### config.mk
export PLATFORM = sky130hd
export DESIGN_NAME = tdp_timer_dma_port
export DESIGN_NICKNAME = d
export VERILOG_FILES = /design/src/hdl/tdp_pkg.sv /design/src/hdl/tdp_sync.sv /design/src/hdl/tdp_timer_dma_port.sv
export SDC_FILE = /design/constraint.sdc
export NUM_CORES = 1
export LEC_CHECK = 0
export BUFFER_PORTS_ARGS = -buffer_cell sky130_fd_sc_hd__buf_2
export CORE_ASPECT_RATIO = 1.4
export CORE_MARGIN = 2
export CORE_UTILIZATION = 56
export CTS_CLUSTER_DIAMETER = 60
export DETAILED_ROUTE_END_ITERATION = 10
export GPL_TIMING_DRIVEN = 0
export HOLD_SLACK_MARGIN = 0.06
export PLACE_DENSITY = 0.83
export SLEW_MARGIN = 10
export SYNTH_ARGS = -nofsm -noshare
export SYNTH_HDL_FRONTEND = slang
export SYNTH_SLANG_ARGS = --single-unit
### constraint.sdc
create_clock -name pclk -period 2.85 [get_ports pclk]
set_input_delay 0.1425 -clock pclk [delete_from_list [all_inputs] [get_ports pclk]]
set_output_delay 0.1425 -clock pclk [all_outputs]
set_load 0.01 [all_outputs]
### src/hdl/tdp_pkg.sv
// Summary of operation
// - Every port DMA transfer moves exactly one byte to or from memory.
// - The comparator channel only moves bytes from memory out to the port.
// - The capture channel moves bytes either way, chosen by a port control bit.
// - Capture transfers may be triggered by comparator events through the loop-back.
// - Port bytes are strobed by internal sync or by the timer on-chip event.
// - Bit 5 of the DMA control register picks capture register or port.
// - Bit 4 of the DMA control register picks compare register or port.
// - The timer DMA control register resets to A7h: capture select bit 5 set, compare select bit 4 clear.
// - Output A control bit 1 makes a comparator match raise the on-chip event.
// - Output B control bit 1 makes counter wrap raise the on-chip event.
// - Connection bit 1 loops output A to input A on odd timers.
// - Connection bit 0 loops output A to input A on even timers.
// - Both loop-back connection bits reset to zero.
// - The port control register holds four DMA bits apart from handshake bits.
// - The designated timer's on-chip event drives this port's strobe.
// - Port control bit 4 low enables port DMA; it resets to disabled.
// - Port control bit 3 sets capture direction: 0 drives out, 1 reads in.
// - Port control bit 2 picks strobe: 0 internal sync, 1 on-chip event.
// - Port control bit 1 picks the serving channel: 0 capture, 1 comparator.
package tdp_pkg;

    // Register indices; the byte address on the bus is four times the index.
    localparam logic [7:0] IDX_IRQ_DMA_CTRL = 8'hF3;
    localparam logic [7:0] IDX_IO_CONN = 8'hF8;
    localparam logic [7:0] IDX_OUT_A_CTRL = 8'hFC;
    localparam logic [7:0] IDX_OUT_B_CTRL = 8'hFD;
    localparam logic [7:0] IDX_PORT_HS_DMA = 8'hF7;
    localparam logic [7:0] IDX_DMA_ADDR = 8'hF0;
    localparam logic [7:0] IDX_DMA_STATUS = 8'hF1;

    // Field positions.
    localparam int CAPTURE_SOURCE_SELECT_BIT = 5;
    localparam int COMPARE_DEST_SELECT_BIT = 4;
    localparam int MATCH_EVENT_ENABLE_BIT = 1;
    localparam int WRAP_EVENT_ENABLE_BIT = 1;
    localparam int ODD_TIMER_LOOPBACK_BIT = 1;
    localparam int EVEN_TIMER_LOOPBACK_BIT = 0;
    localparam int PORT_DMA_DISABLE_N_BIT = 4;
    localparam int TRANSFER_DIRECTION_BIT = 3;
    localparam int STROBE_SOURCE_SELECT_BIT = 2;
    localparam int CHANNEL_SELECT_BIT = 1;

    // Values after reset.
    localparam logic [7:0] RST_IRQ_DMA_CTRL = 8'hA7;
    localparam logic [7:0] RST_IO_CONN = 8'h00;
    localparam logic [7:0] RST_OUT_A_CTRL = 8'h00;
    localparam logic [7:0] RST_OUT_B_CTRL = 8'h00;
    localparam logic [7:0] RST_PORT_HS_DMA = 8'hFF;
    localparam logic [15:0] RST_DMA_ADDR = 16'h0000;

    typedef enum logic [1:0] {
        ST_IDLE,
        ST_READ,
        ST_WRITE
    } tdp_fsm_type;

    typedef struct packed {
        logic [7:0] timer_irq_dma_control;
        logic [7:0] timer_io_connection;
        logic [7:0] output_a_control;
        logic [7:0] output_b_control;
        logic [7:0] port_handshake_dma_control;
        logic [15:0] dma_addr;
        logic [7:0] byte_count;
        tdp_fsm_type fsm;
        logic pend_cmp;
        logic pend_cap;
        logic chan_cmp;
        logic [7:0] master;
        logic [7:0] slave;
        logic [7:0] in_latch;
        logic port_oe;
        logic mem_req;
        logic mem_we;
        logic [15:0] mem_addr;
        logic [7:0] mem_wdata;
        logic onchip_evt;
        logic tin_a;
        logic tin_prev;
        logic pready;
        logic pslverr;
        logic [31:0] prdata;
    } tdp_state_type;

endpackage

### src/hdl/tdp_sync.sv
`timescale 1ns/1ns
`default_nettype none
module tdp_sync #(
    parameter int W = 1
) (
    // Clock, reset and clock enable.
    input wire logic pclk,
    input wire logic presetn,
    input wire logic ce,
    // Data.
    input wire logic [W-1:0] d,
    output logic [W-1:0] q
);
    // The first stage is read only by the second stage.
    logic [W-1:0] meta_ff;
    logic [W-1:0] q_ff;

    always_ff @(posedge pclk or negedge presetn)
    begin
        if (!presetn)
        begin
            meta_ff <= '0;
            q_ff <= '0;
        end
        else if (ce)
        begin
            meta_ff <= d;
            q_ff <= meta_ff;
        end
    end

    assign q = q_ff;
endmodule
`default_nettype wire

### src/hdl/tdp_timer_dma_port.sv
`timescale 1ns/1ns
`default_nettype none
module tdp_timer_dma_port #(
    parameter int PADDR_W = 12,
    parameter int TIMER_INDEX = 1
) (
    // Clock, reset and clock enable.
    input wire logic pclk,
    input wire logic presetn,
    input wire logic ce,
    // APB slave.
    input wire logic psel,
    input wire logic penable,
    input wire logic pwrite,
    input wire logic [PADDR_W-1:0] paddr,
    input wire logic [31:0] pwdata,
    input wire logic [3:0] pstrb,
    output logic [31:0] prdata,
    output logic pready,
    output logic pslverr,
    // Timer side.
    input wire logic cmp_match,
    input wire logic cmp_wrap,
    input wire logic cmp_dma_req,
    input wire logic cap_sw_req,
    input wire logic timer_output_a,
    output logic timer_input_a,
    output logic onchip_event,
    output logic capture_source_port,
    output logic compare_dest_port,
    // Register file or memory, one byte per transfer.
    output logic mem_req,
    output logic mem_we,
    output logic [15:0] mem_addr,
    output logic [7:0] mem_wdata,
    input wire logic [7:0] mem_rdata,
    input wire logic mem_ack,
    // Pins.
    input wire logic timer_input_a_pin,
    input wire logic [7:0] port_in,
    output logic [7:0] port_out,
    output logic [7:0] port_oe
);
    tdp_pkg::tdp_state_type state_ff;
    tdp_pkg::tdp_state_type nxt_state;
    logic [7:0] port_sync;
    logic pin_a_sync;
    logic onchip_now;
    logic loop_sel;
    logic dma_on;
    logic cmp_act;
    logic cap_act;
    logic cap_in;
    logic strobe_evt;
    logic cap_edge;
    logic apb_setup;
    logic apb_done;
    logic hit;

    tdp_sync #(
        .W(9)
    ) u_sync (
        .pclk(pclk),
        .presetn(presetn),
        .ce(ce),
        .d({timer_input_a_pin, port_in}),
        .q({pin_a_sync, port_sync})
    );

    function automatic logic at_index(input logic [PADDR_W-1:0] a, input logic [7:0] idx);
        return a == PADDR_W'({idx, 2'b00});
    endfunction

    always_comb
    begin
        dma_on = !state_ff.port_handshake_dma_control[tdp_pkg::PORT_DMA_DISABLE_N_BIT];
        cmp_act = dma_on
            && state_ff.timer_irq_dma_control[tdp_pkg::COMPARE_DEST_SELECT_BIT]
            && state_ff.port_handshake_dma_control[tdp_pkg::CHANNEL_SELECT_BIT];
        cap_act = dma_on
            && state_ff.timer_irq_dma_control[tdp_pkg::CAPTURE_SOURCE_SELECT_BIT]
            && !state_ff.port_handshake_dma_control[tdp_pkg::CHANNEL_SELECT_BIT];
        cap_in = state_ff.port_handshake_dma_control[tdp_pkg::TRANSFER_DIRECTION_BIT];
        strobe_evt = state_ff.port_handshake_dma_control[tdp_pkg::STROBE_SOURCE_SELECT_BIT];
        onchip_now = (state_ff.output_a_control[tdp_pkg::MATCH_EVENT_ENABLE_BIT] && cmp_match)
            || (state_ff.output_b_control[tdp_pkg::WRAP_EVENT_ENABLE_BIT] && cmp_wrap);
        // Odd timers use the odd loop-back bit, even timers the even one.
        loop_sel = (TIMER_INDEX % 2 == 1)
            ? state_ff.timer_io_connection[tdp_pkg::ODD_TIMER_LOOPBACK_BIT]
            : state_ff.timer_io_connection[tdp_pkg::EVEN_TIMER_LOOPBACK_BIT];
        cap_edge = state_ff.tin_a ^ state_ff.tin_prev;
        apb_setup = psel && penable && !state_ff.pready;
        apb_done = psel && penable && state_ff.pready;
        hit = at_index(paddr, tdp_pkg::IDX_IRQ_DMA_CTRL)
            || at_index(paddr, tdp_pkg::IDX_IO_CONN)
            || at_index(paddr, tdp_pkg::IDX_OUT_A_CTRL)
            || at_index(paddr, tdp_pkg::IDX_OUT_B_CTRL)
            || at_index(paddr, tdp_pkg::IDX_PORT_HS_DMA)
            || at_index(paddr, tdp_pkg::IDX_DMA_ADDR)
            || at_index(paddr, tdp_pkg::IDX_DMA_STATUS);
    end

    always_comb
    begin
        nxt_state = state_ff;
        // The event output is what strobes this port's latches.
        nxt_state.onchip_evt = onchip_now;
        // An output toggle looped back here starts capture transfers.
        nxt_state.tin_a = loop_sel ? timer_output_a : pin_a_sync;
        nxt_state.tin_prev = state_ff.tin_a;
        // A new request in the cycle its pending flag is taken is kept.
        nxt_state.pend_cmp = state_ff.pend_cmp || (cmp_act && cmp_dma_req);
        nxt_state.pend_cap = state_ff.pend_cap || (cap_act && (cap_edge || cap_sw_req));
        nxt_state.port_oe = cmp_act || (cap_act && !cap_in);
        if (strobe_evt && onchip_now)
        begin
            nxt_state.slave = state_ff.master;
            nxt_state.in_latch = port_sync;
        end
        case (state_ff.fsm)
            tdp_pkg::ST_IDLE:
            begin
                if (state_ff.pend_cmp && cmp_act)
                begin
                    nxt_state.pend_cmp = cmp_act && cmp_dma_req;
                    nxt_state.chan_cmp = 1'b1;
                    nxt_state.mem_req = 1'b1;
                    nxt_state.mem_we = 1'b0;
                    nxt_state.mem_addr = state_ff.dma_addr;
                    nxt_state.fsm = tdp_pkg::ST_READ;
                end
                else if (state_ff.pend_cap && cap_act)
                begin
                    nxt_state.pend_cap = cap_act && (cap_edge || cap_sw_req);
                    nxt_state.chan_cmp = 1'b0;
                    nxt_state.mem_req = 1'b1;
                    nxt_state.mem_we = cap_in;
                    nxt_state.mem_addr = state_ff.dma_addr;
                    nxt_state.mem_wdata = strobe_evt ? state_ff.in_latch : port_sync;
                    nxt_state.fsm = cap_in ? tdp_pkg::ST_WRITE : tdp_pkg::ST_READ;
                end
            end
            tdp_pkg::ST_READ:
            begin
                if (mem_ack)
                begin
                    nxt_state.master = mem_rdata;
                    // Without the event strobe the pins follow at the end of the cycle.
                    if (!strobe_evt)
                    begin
                        nxt_state.slave = mem_rdata;
                    end
                    nxt_state.mem_req = 1'b0;
                    nxt_state.dma_addr = state_ff.dma_addr + 16'h0001;
                    nxt_state.byte_count = state_ff.byte_count + 8'h01;
                    nxt_state.fsm = tdp_pkg::ST_IDLE;
                end
            end
            tdp_pkg::ST_WRITE:
            begin
                if (mem_ack)
                begin
                    nxt_state.mem_req = 1'b0;
                    nxt_state.mem_we = 1'b0;
                    nxt_state.dma_addr = state_ff.dma_addr + 16'h0001;
                    nxt_state.byte_count = state_ff.byte_count + 8'h01;
                    nxt_state.fsm = tdp_pkg::ST_IDLE;
                end
            end
            default:
            begin
                nxt_state.mem_req = 1'b0;
                nxt_state.fsm = tdp_pkg::ST_IDLE;
            end
        endcase
        // One wait state keeps every bus output on a flip-flop.
        nxt_state.pready = apb_setup;
        nxt_state.pslverr = apb_setup && !hit;
        if (apb_setup)
        begin
            nxt_state.prdata = 32'h0000_0000;
            if (at_index(paddr, tdp_pkg::IDX_IRQ_DMA_CTRL))
            begin
                nxt_state.prdata[7:0] = state_ff.timer_irq_dma_control;
            end
            if (at_index(paddr, tdp_pkg::IDX_IO_CONN))
            begin
                nxt_state.prdata[7:0] = state_ff.timer_io_connection;
            end
            if (at_index(paddr, tdp_pkg::IDX_OUT_A_CTRL))
            begin
                nxt_state.prdata[7:0] = state_ff.output_a_control;
            end
            if (at_index(paddr, tdp_pkg::IDX_OUT_B_CTRL))
            begin
                nxt_state.prdata[7:0] = state_ff.output_b_control;
            end
            if (at_index(paddr, tdp_pkg::IDX_PORT_HS_DMA))
            begin
                nxt_state.prdata[7:0] = state_ff.port_handshake_dma_control;
            end
            if (at_index(paddr, tdp_pkg::IDX_DMA_ADDR))
            begin
                nxt_state.prdata[15:0] = state_ff.dma_addr;
            end
            if (at_index(paddr, tdp_pkg::IDX_DMA_STATUS))
            begin
                nxt_state.prdata[15:0] = {state_ff.byte_count, 4'h0, state_ff.port_oe,
                    state_ff.mem_req, state_ff.pend_cap, state_ff.pend_cmp};
            end
        end
        // Software writes land last so they override a DMA address step.
        if (apb_done && pwrite && hit && pstrb[0])
        begin
            if (at_index(paddr, tdp_pkg::IDX_IRQ_DMA_CTRL))
            begin
                nxt_state.timer_irq_dma_control = pwdata[7:0];
            end
            if (at_index(paddr, tdp_pkg::IDX_IO_CONN))
            begin
                nxt_state.timer_io_connection = pwdata[7:0];
            end
            if (at_index(paddr, tdp_pkg::IDX_OUT_A_CTRL))
            begin
                nxt_state.output_a_control = pwdata[7:0];
            end
            if (at_index(paddr, tdp_pkg::IDX_OUT_B_CTRL))
            begin
                nxt_state.output_b_control = pwdata[7:0];
            end
            if (at_index(paddr, tdp_pkg::IDX_PORT_HS_DMA))
            begin
                nxt_state.port_handshake_dma_control = pwdata[7:0];
            end
            if (at_index(paddr, tdp_pkg::IDX_DMA_ADDR) && pstrb[1])
            begin
                nxt_state.dma_addr = pwdata[15:0];
            end
        end
    end

    always_ff @(posedge pclk or negedge presetn)
    begin
        if (!presetn)
        begin
            state_ff <= '0;
            state_ff.timer_irq_dma_control <= tdp_pkg::RST_IRQ_DMA_CTRL;
            state_ff.timer_io_connection <= tdp_pkg::RST_IO_CONN;
            state_ff.output_a_control <= tdp_pkg::RST_OUT_A_CTRL;
            state_ff.output_b_control <= tdp_pkg::RST_OUT_B_CTRL;
            state_ff.port_handshake_dma_control <= tdp_pkg::RST_PORT_HS_DMA;
            state_ff.dma_addr <= tdp_pkg::RST_DMA_ADDR;
            state_ff.fsm <= tdp_pkg::ST_IDLE;
        end
        else if (ce)
        begin
            state_ff <= nxt_state;
        end
    end

    assign prdata = state_ff.prdata;
    assign pready = state_ff.pready;
    assign pslverr = state_ff.pslverr;
    assign timer_input_a = state_ff.tin_a;
    assign onchip_event = state_ff.onchip_evt;
    assign capture_source_port = state_ff.timer_irq_dma_control[tdp_pkg::CAPTURE_SOURCE_SELECT_BIT];
    assign compare_dest_port = state_ff.timer_irq_dma_control[tdp_pkg::COMPARE_DEST_SELECT_BIT];
    assign mem_req = state_ff.mem_req;
    assign mem_we = state_ff.mem_we;
    assign mem_addr = state_ff.mem_addr;
    assign mem_wdata = state_ff.mem_wdata;
    assign port_out = state_ff.slave;
    assign port_oe = {8{state_ff.port_oe}};
endmodule
`default_nettype wire

==> metrics.md <==
| Metric | Value |
|---|---|
| R2r setup slk | `0.34 ns` |
| Worst-path clk slew | `0.07 ns` |
| Latest clock arrival within the worst-skew pair | `0.43 ns` |
| Post-Syn Area | `8149 sq um` |
| Clk_skew | `0.01137 ns` |
| Reg-to-reg endpoint | `state_ff[116]$_DFFE_PN0P_` |
| Syn Area/Cell | `10.87 sq um` |
| ANT cells | `0` |
| Tcrit/Tclk final | `88.01%` |
| Top cells by count, synth | `dfrtp_1 (145), mux2_2 (84), buf_4 (72)` |
| DRC viols | `0` |
| Crit Path Max Fanout | `10` |
| Die area | `15550 sq um` |
| Post-synth EDFFs | `0` |
| Status | `complete, no violations` |
| Antenna Nets Post-Route | `0` |
| Initial Util | `56.93%` |
| Core Box Area | `14310 sq um` |
| First-pass GRT wire length | `32560 microns` |
| Top cells by area, synth | `dfrtp_1 (45%), mux2_2 (12%), buf_4 (6.6%)` |
| Ys Warns | `0` |
| Share of cells above drive strength 1 | `37.67%` |
| Async set-or-reset flop fraction in the synthesized netlist | `100.0%` |
| Final setup fails | `0` |
| Hold path depth | `2` |
| CTS sink cnt | `158` |
| Worst Path Arrival | `2.82 ns` |
| Root buffer selected by CTS | `clkbuf_16` |
| Final Max Slew Viols | `0` |
| Max-Cap Viols | `0` |
| FF-to-FF path depth | `6` |
| Power per cell area | `630.8 nW/um^2` |
| Nets@finish | `1015` |
| Tmin final | `2.508 ns` |
| Fmax | `0.3987 GHz` |
| Std cell rows | `52` |
| RR Startpoint | `state_ff[91]$_DFFE_PN0P_` |
| Syn Inst Count | `750` |
| DIE HEIGHT | `146.7 microns` |
| Worst Max-Slew Pin Slew | `1.093 ns` |
| Hold Startpoint | `pwdata[6]` |
| WP data required | `3.16 ns` |
| Iter 0 DRT Violations | `469` |
| Post-DP HPWL | `14370 microns` |
| Lkg Pwr | `4.808 nW` |
| Routed wire length | `20140 microns` |
| Worst VDD drop | `556.3 uV` |
| CP Class | `register to register` |
| Relative slew margins | `26.59%` |
| Largest net degree at the start of global routing | `88` |
| DIE WIDTH | `106.0 microns` |
| Clk buf depth | `2` |
| Htree depth | `4` |
| Antenna violations before repair | `0` |
| Vias in the first global route | `6477` |
| Ys flop type | `dfrtp_1` |
| Hold WC Path Type | `input port to register` |
| Routed len/inst | `17.76 microns` |
| Input/output buffers | `120` |
| Global-route usage over all layers | `26.62%` |
| CTS Buf Count | `17` |
| DR pass1 iterations | `6` |
| Via count | `6538` |
| Worst Hold Path EP | `state_ff[147]$_DFFE_PN0P_` |
| CTS tree | `built` |
| Post-synthesis sequential area ratio | `48.72%` |
| Crit start category | `register` |
| Top-area cell type share of the netlist area | `44.53%` |
| Seq cells post-synth | `158` |
| Congestion Overflow GR | `0` |
| Post-DP Area | `9080 sq um` |
| Most frequent cell after synthesis | `dfrtp_1` |
| Fin area | `9943 sq um` |
| RSZ-0062 raised after global routing | `no` |
| # IOs | `157` |
| DR vias/cell | `5.765` |
| Area growth syn-to-layout | `22.02%` |
| Hold Fails Final Rpt | `0` |
| GP Congestion | `0.9079` |
| Synth cell types | `68` |
| Worst Setup End Kind | `register` |
| Area leader, netlist | `dfrtp_1` |
| Post-layout util | `69.47%` |
-- stage by stage --
step / hold slack (ns) / worst slack, ns / power [W] / std cells / setup TNS (ns)
6_report: 0.07396 / 0.3417 / 0.006272 / 1134 / 0
3_3_place_gp: 0.3708 / -0.6700 / 0.003907 / 1074 / -95.66
3_5_place_dp: 0.1436 / 0.2723 / 0.003972 / 1075 / 0
2_1_floorplan: -0.1531 / 0.7701 / 0.003548 / 765 / 0
4_1_cts: 0.06060 / 0.3378 / 0.006279 / 1134 / 0
5_1_grt: 0.06582 / 0.04702 / 0.006546 / 1134 / 0
-- report_power, final --
group	switching [W]	internal, W	leakage (nW)
sequential	0.000253	0.00252	1.96
combinational	0.000614	0.000600	2.55
clock	0.00103	0.00125	0.294
-- worst max-delay path by stage --
stage	startpoint	to	slack [ns]	depth (start not counted)
after global routing	state_ff[91]$_DFFE_PN0P_	state_ff[116]$_DFFE_PN0P_	0.05	6
after global placement	presetn	mem_addr[12]$_DFFE_PN0P_	-0.67	1
final	state_ff[91]$_DFFE_PN0P_	state_ff[116]$_DFFE_PN0P_	0.34	6
after CTS	state_ff[91]$_DFFE_PN0P_	mem_addr[10]$_DFFE_PN0P_	0.34	7
after detailed placement	paddr[4]	state_ff[107]$_DFFE_PN0P_	0.27	8
after floorplan	state_ff[91]$_DFFE_PN0P_	mem_addr[10]$_DFFE_PN0P_	0.77	7
-- critical path, stage by stage (launching register included) --
cell	delay (ns)
dfrtp_1	0.39
inv_1	0.09
ha_1	0.38
nand3_1	0.14
nor3_1	0.82
nand4_1	0.23
o311ai_0	0.35
-- flip-flops by register name, indices dropped and copies added, names as in the netlist, named ones only --
| register | cells |
|---|---|
| cap_in | 1 |
| capture_source_port | 1 |
| compare_dest_port | 1 |
| loop_sel | 1 |
| mem_addr | 16 |
| mem_req | 1 |
| mem_wdata | 8 |
| mem_we | 1 |
| onchip_event | 1 |
| port_oe | 1 |
| port_out | 8 |
| prdata | 16 |
| pready | 1 |
| pslverr | 1 |
| state_ff | 79 |
| timer_input_a | 1 |
| u_sync.meta_ff | 9 |
| u_sync.q | 9 |
-- cell families after synthesis --
logic type      after synthesis  share of synthesized area [%]
simple gates                210                          13.65
mux                         105                          14.68
xor+xnor                      8                         0.8599
buf+inv                     123                          9.243
other cells                   1                        0.04602
compound gates              139                          11.88
fa+ha+maj                     6                         0.9212
flops                       158                          48.72
-- area by class of cell --
class                           count  area (sq um)
Buffer                            108         696.9
Clock buffer                       17         425.4
Clock inverter                     15         167.7
Fill cell                        1050          4370
Inverter                           15         56.30
Multi-Input combinational cell    484          3482
Sequential cell                   158          3970
Tap cell                          189         236.5
Timing Repair Buffer              148         908.4
-- placed cells by master, fill, tap and decap left out, drive strengths merged, types with 5 or more instances in the layout --
master / netlist / routed
a21oi: 25 / 25
a221oi: 15 / 15
a41oi: 8 / 8
and3: 9 / 9
buf: 86 / 207
clkbuf: 22 / 39
conb: 1 / 16
dfrtp: 145 / 145
dfstp: 13 / 13
dlygate4sd3: 0 / 27
ha: 6 / 6
inv: 14 / 26
mux2: 92 / 92
mux2i: 13 / 13
nand2: 50 / 50
nand3: 16 / 16
nand4: 6 / 6
nor2: 63 / 63
nor2b: 11 / 11
nor3: 16 / 16
nor4: 5 / 5
o21ai: 23 / 23
o22ai: 21 / 21
o2bb2ai: 5 / 5
xnor2: 5 / 5
-- metal layers --
layer / share of wire [%] / vias up / GRT usage [%]
met5: 0 / - / 0
met4: 4.1 / 0 / 11.45
met3: 7.3 / 74 / 5.634
met2: 51 / 289 / 46.10
met1: 38 / 3171 / 32.02
li1: - / 3004 / -
-- timing repair --
action,4_1_cts,5_1_grt
hold endpoints to repair,107,0
hold buffers,27,0
buffers inserted,0,0
resized for setup,0,0
No activity file was read; power rests on OpenSTA's default activity.
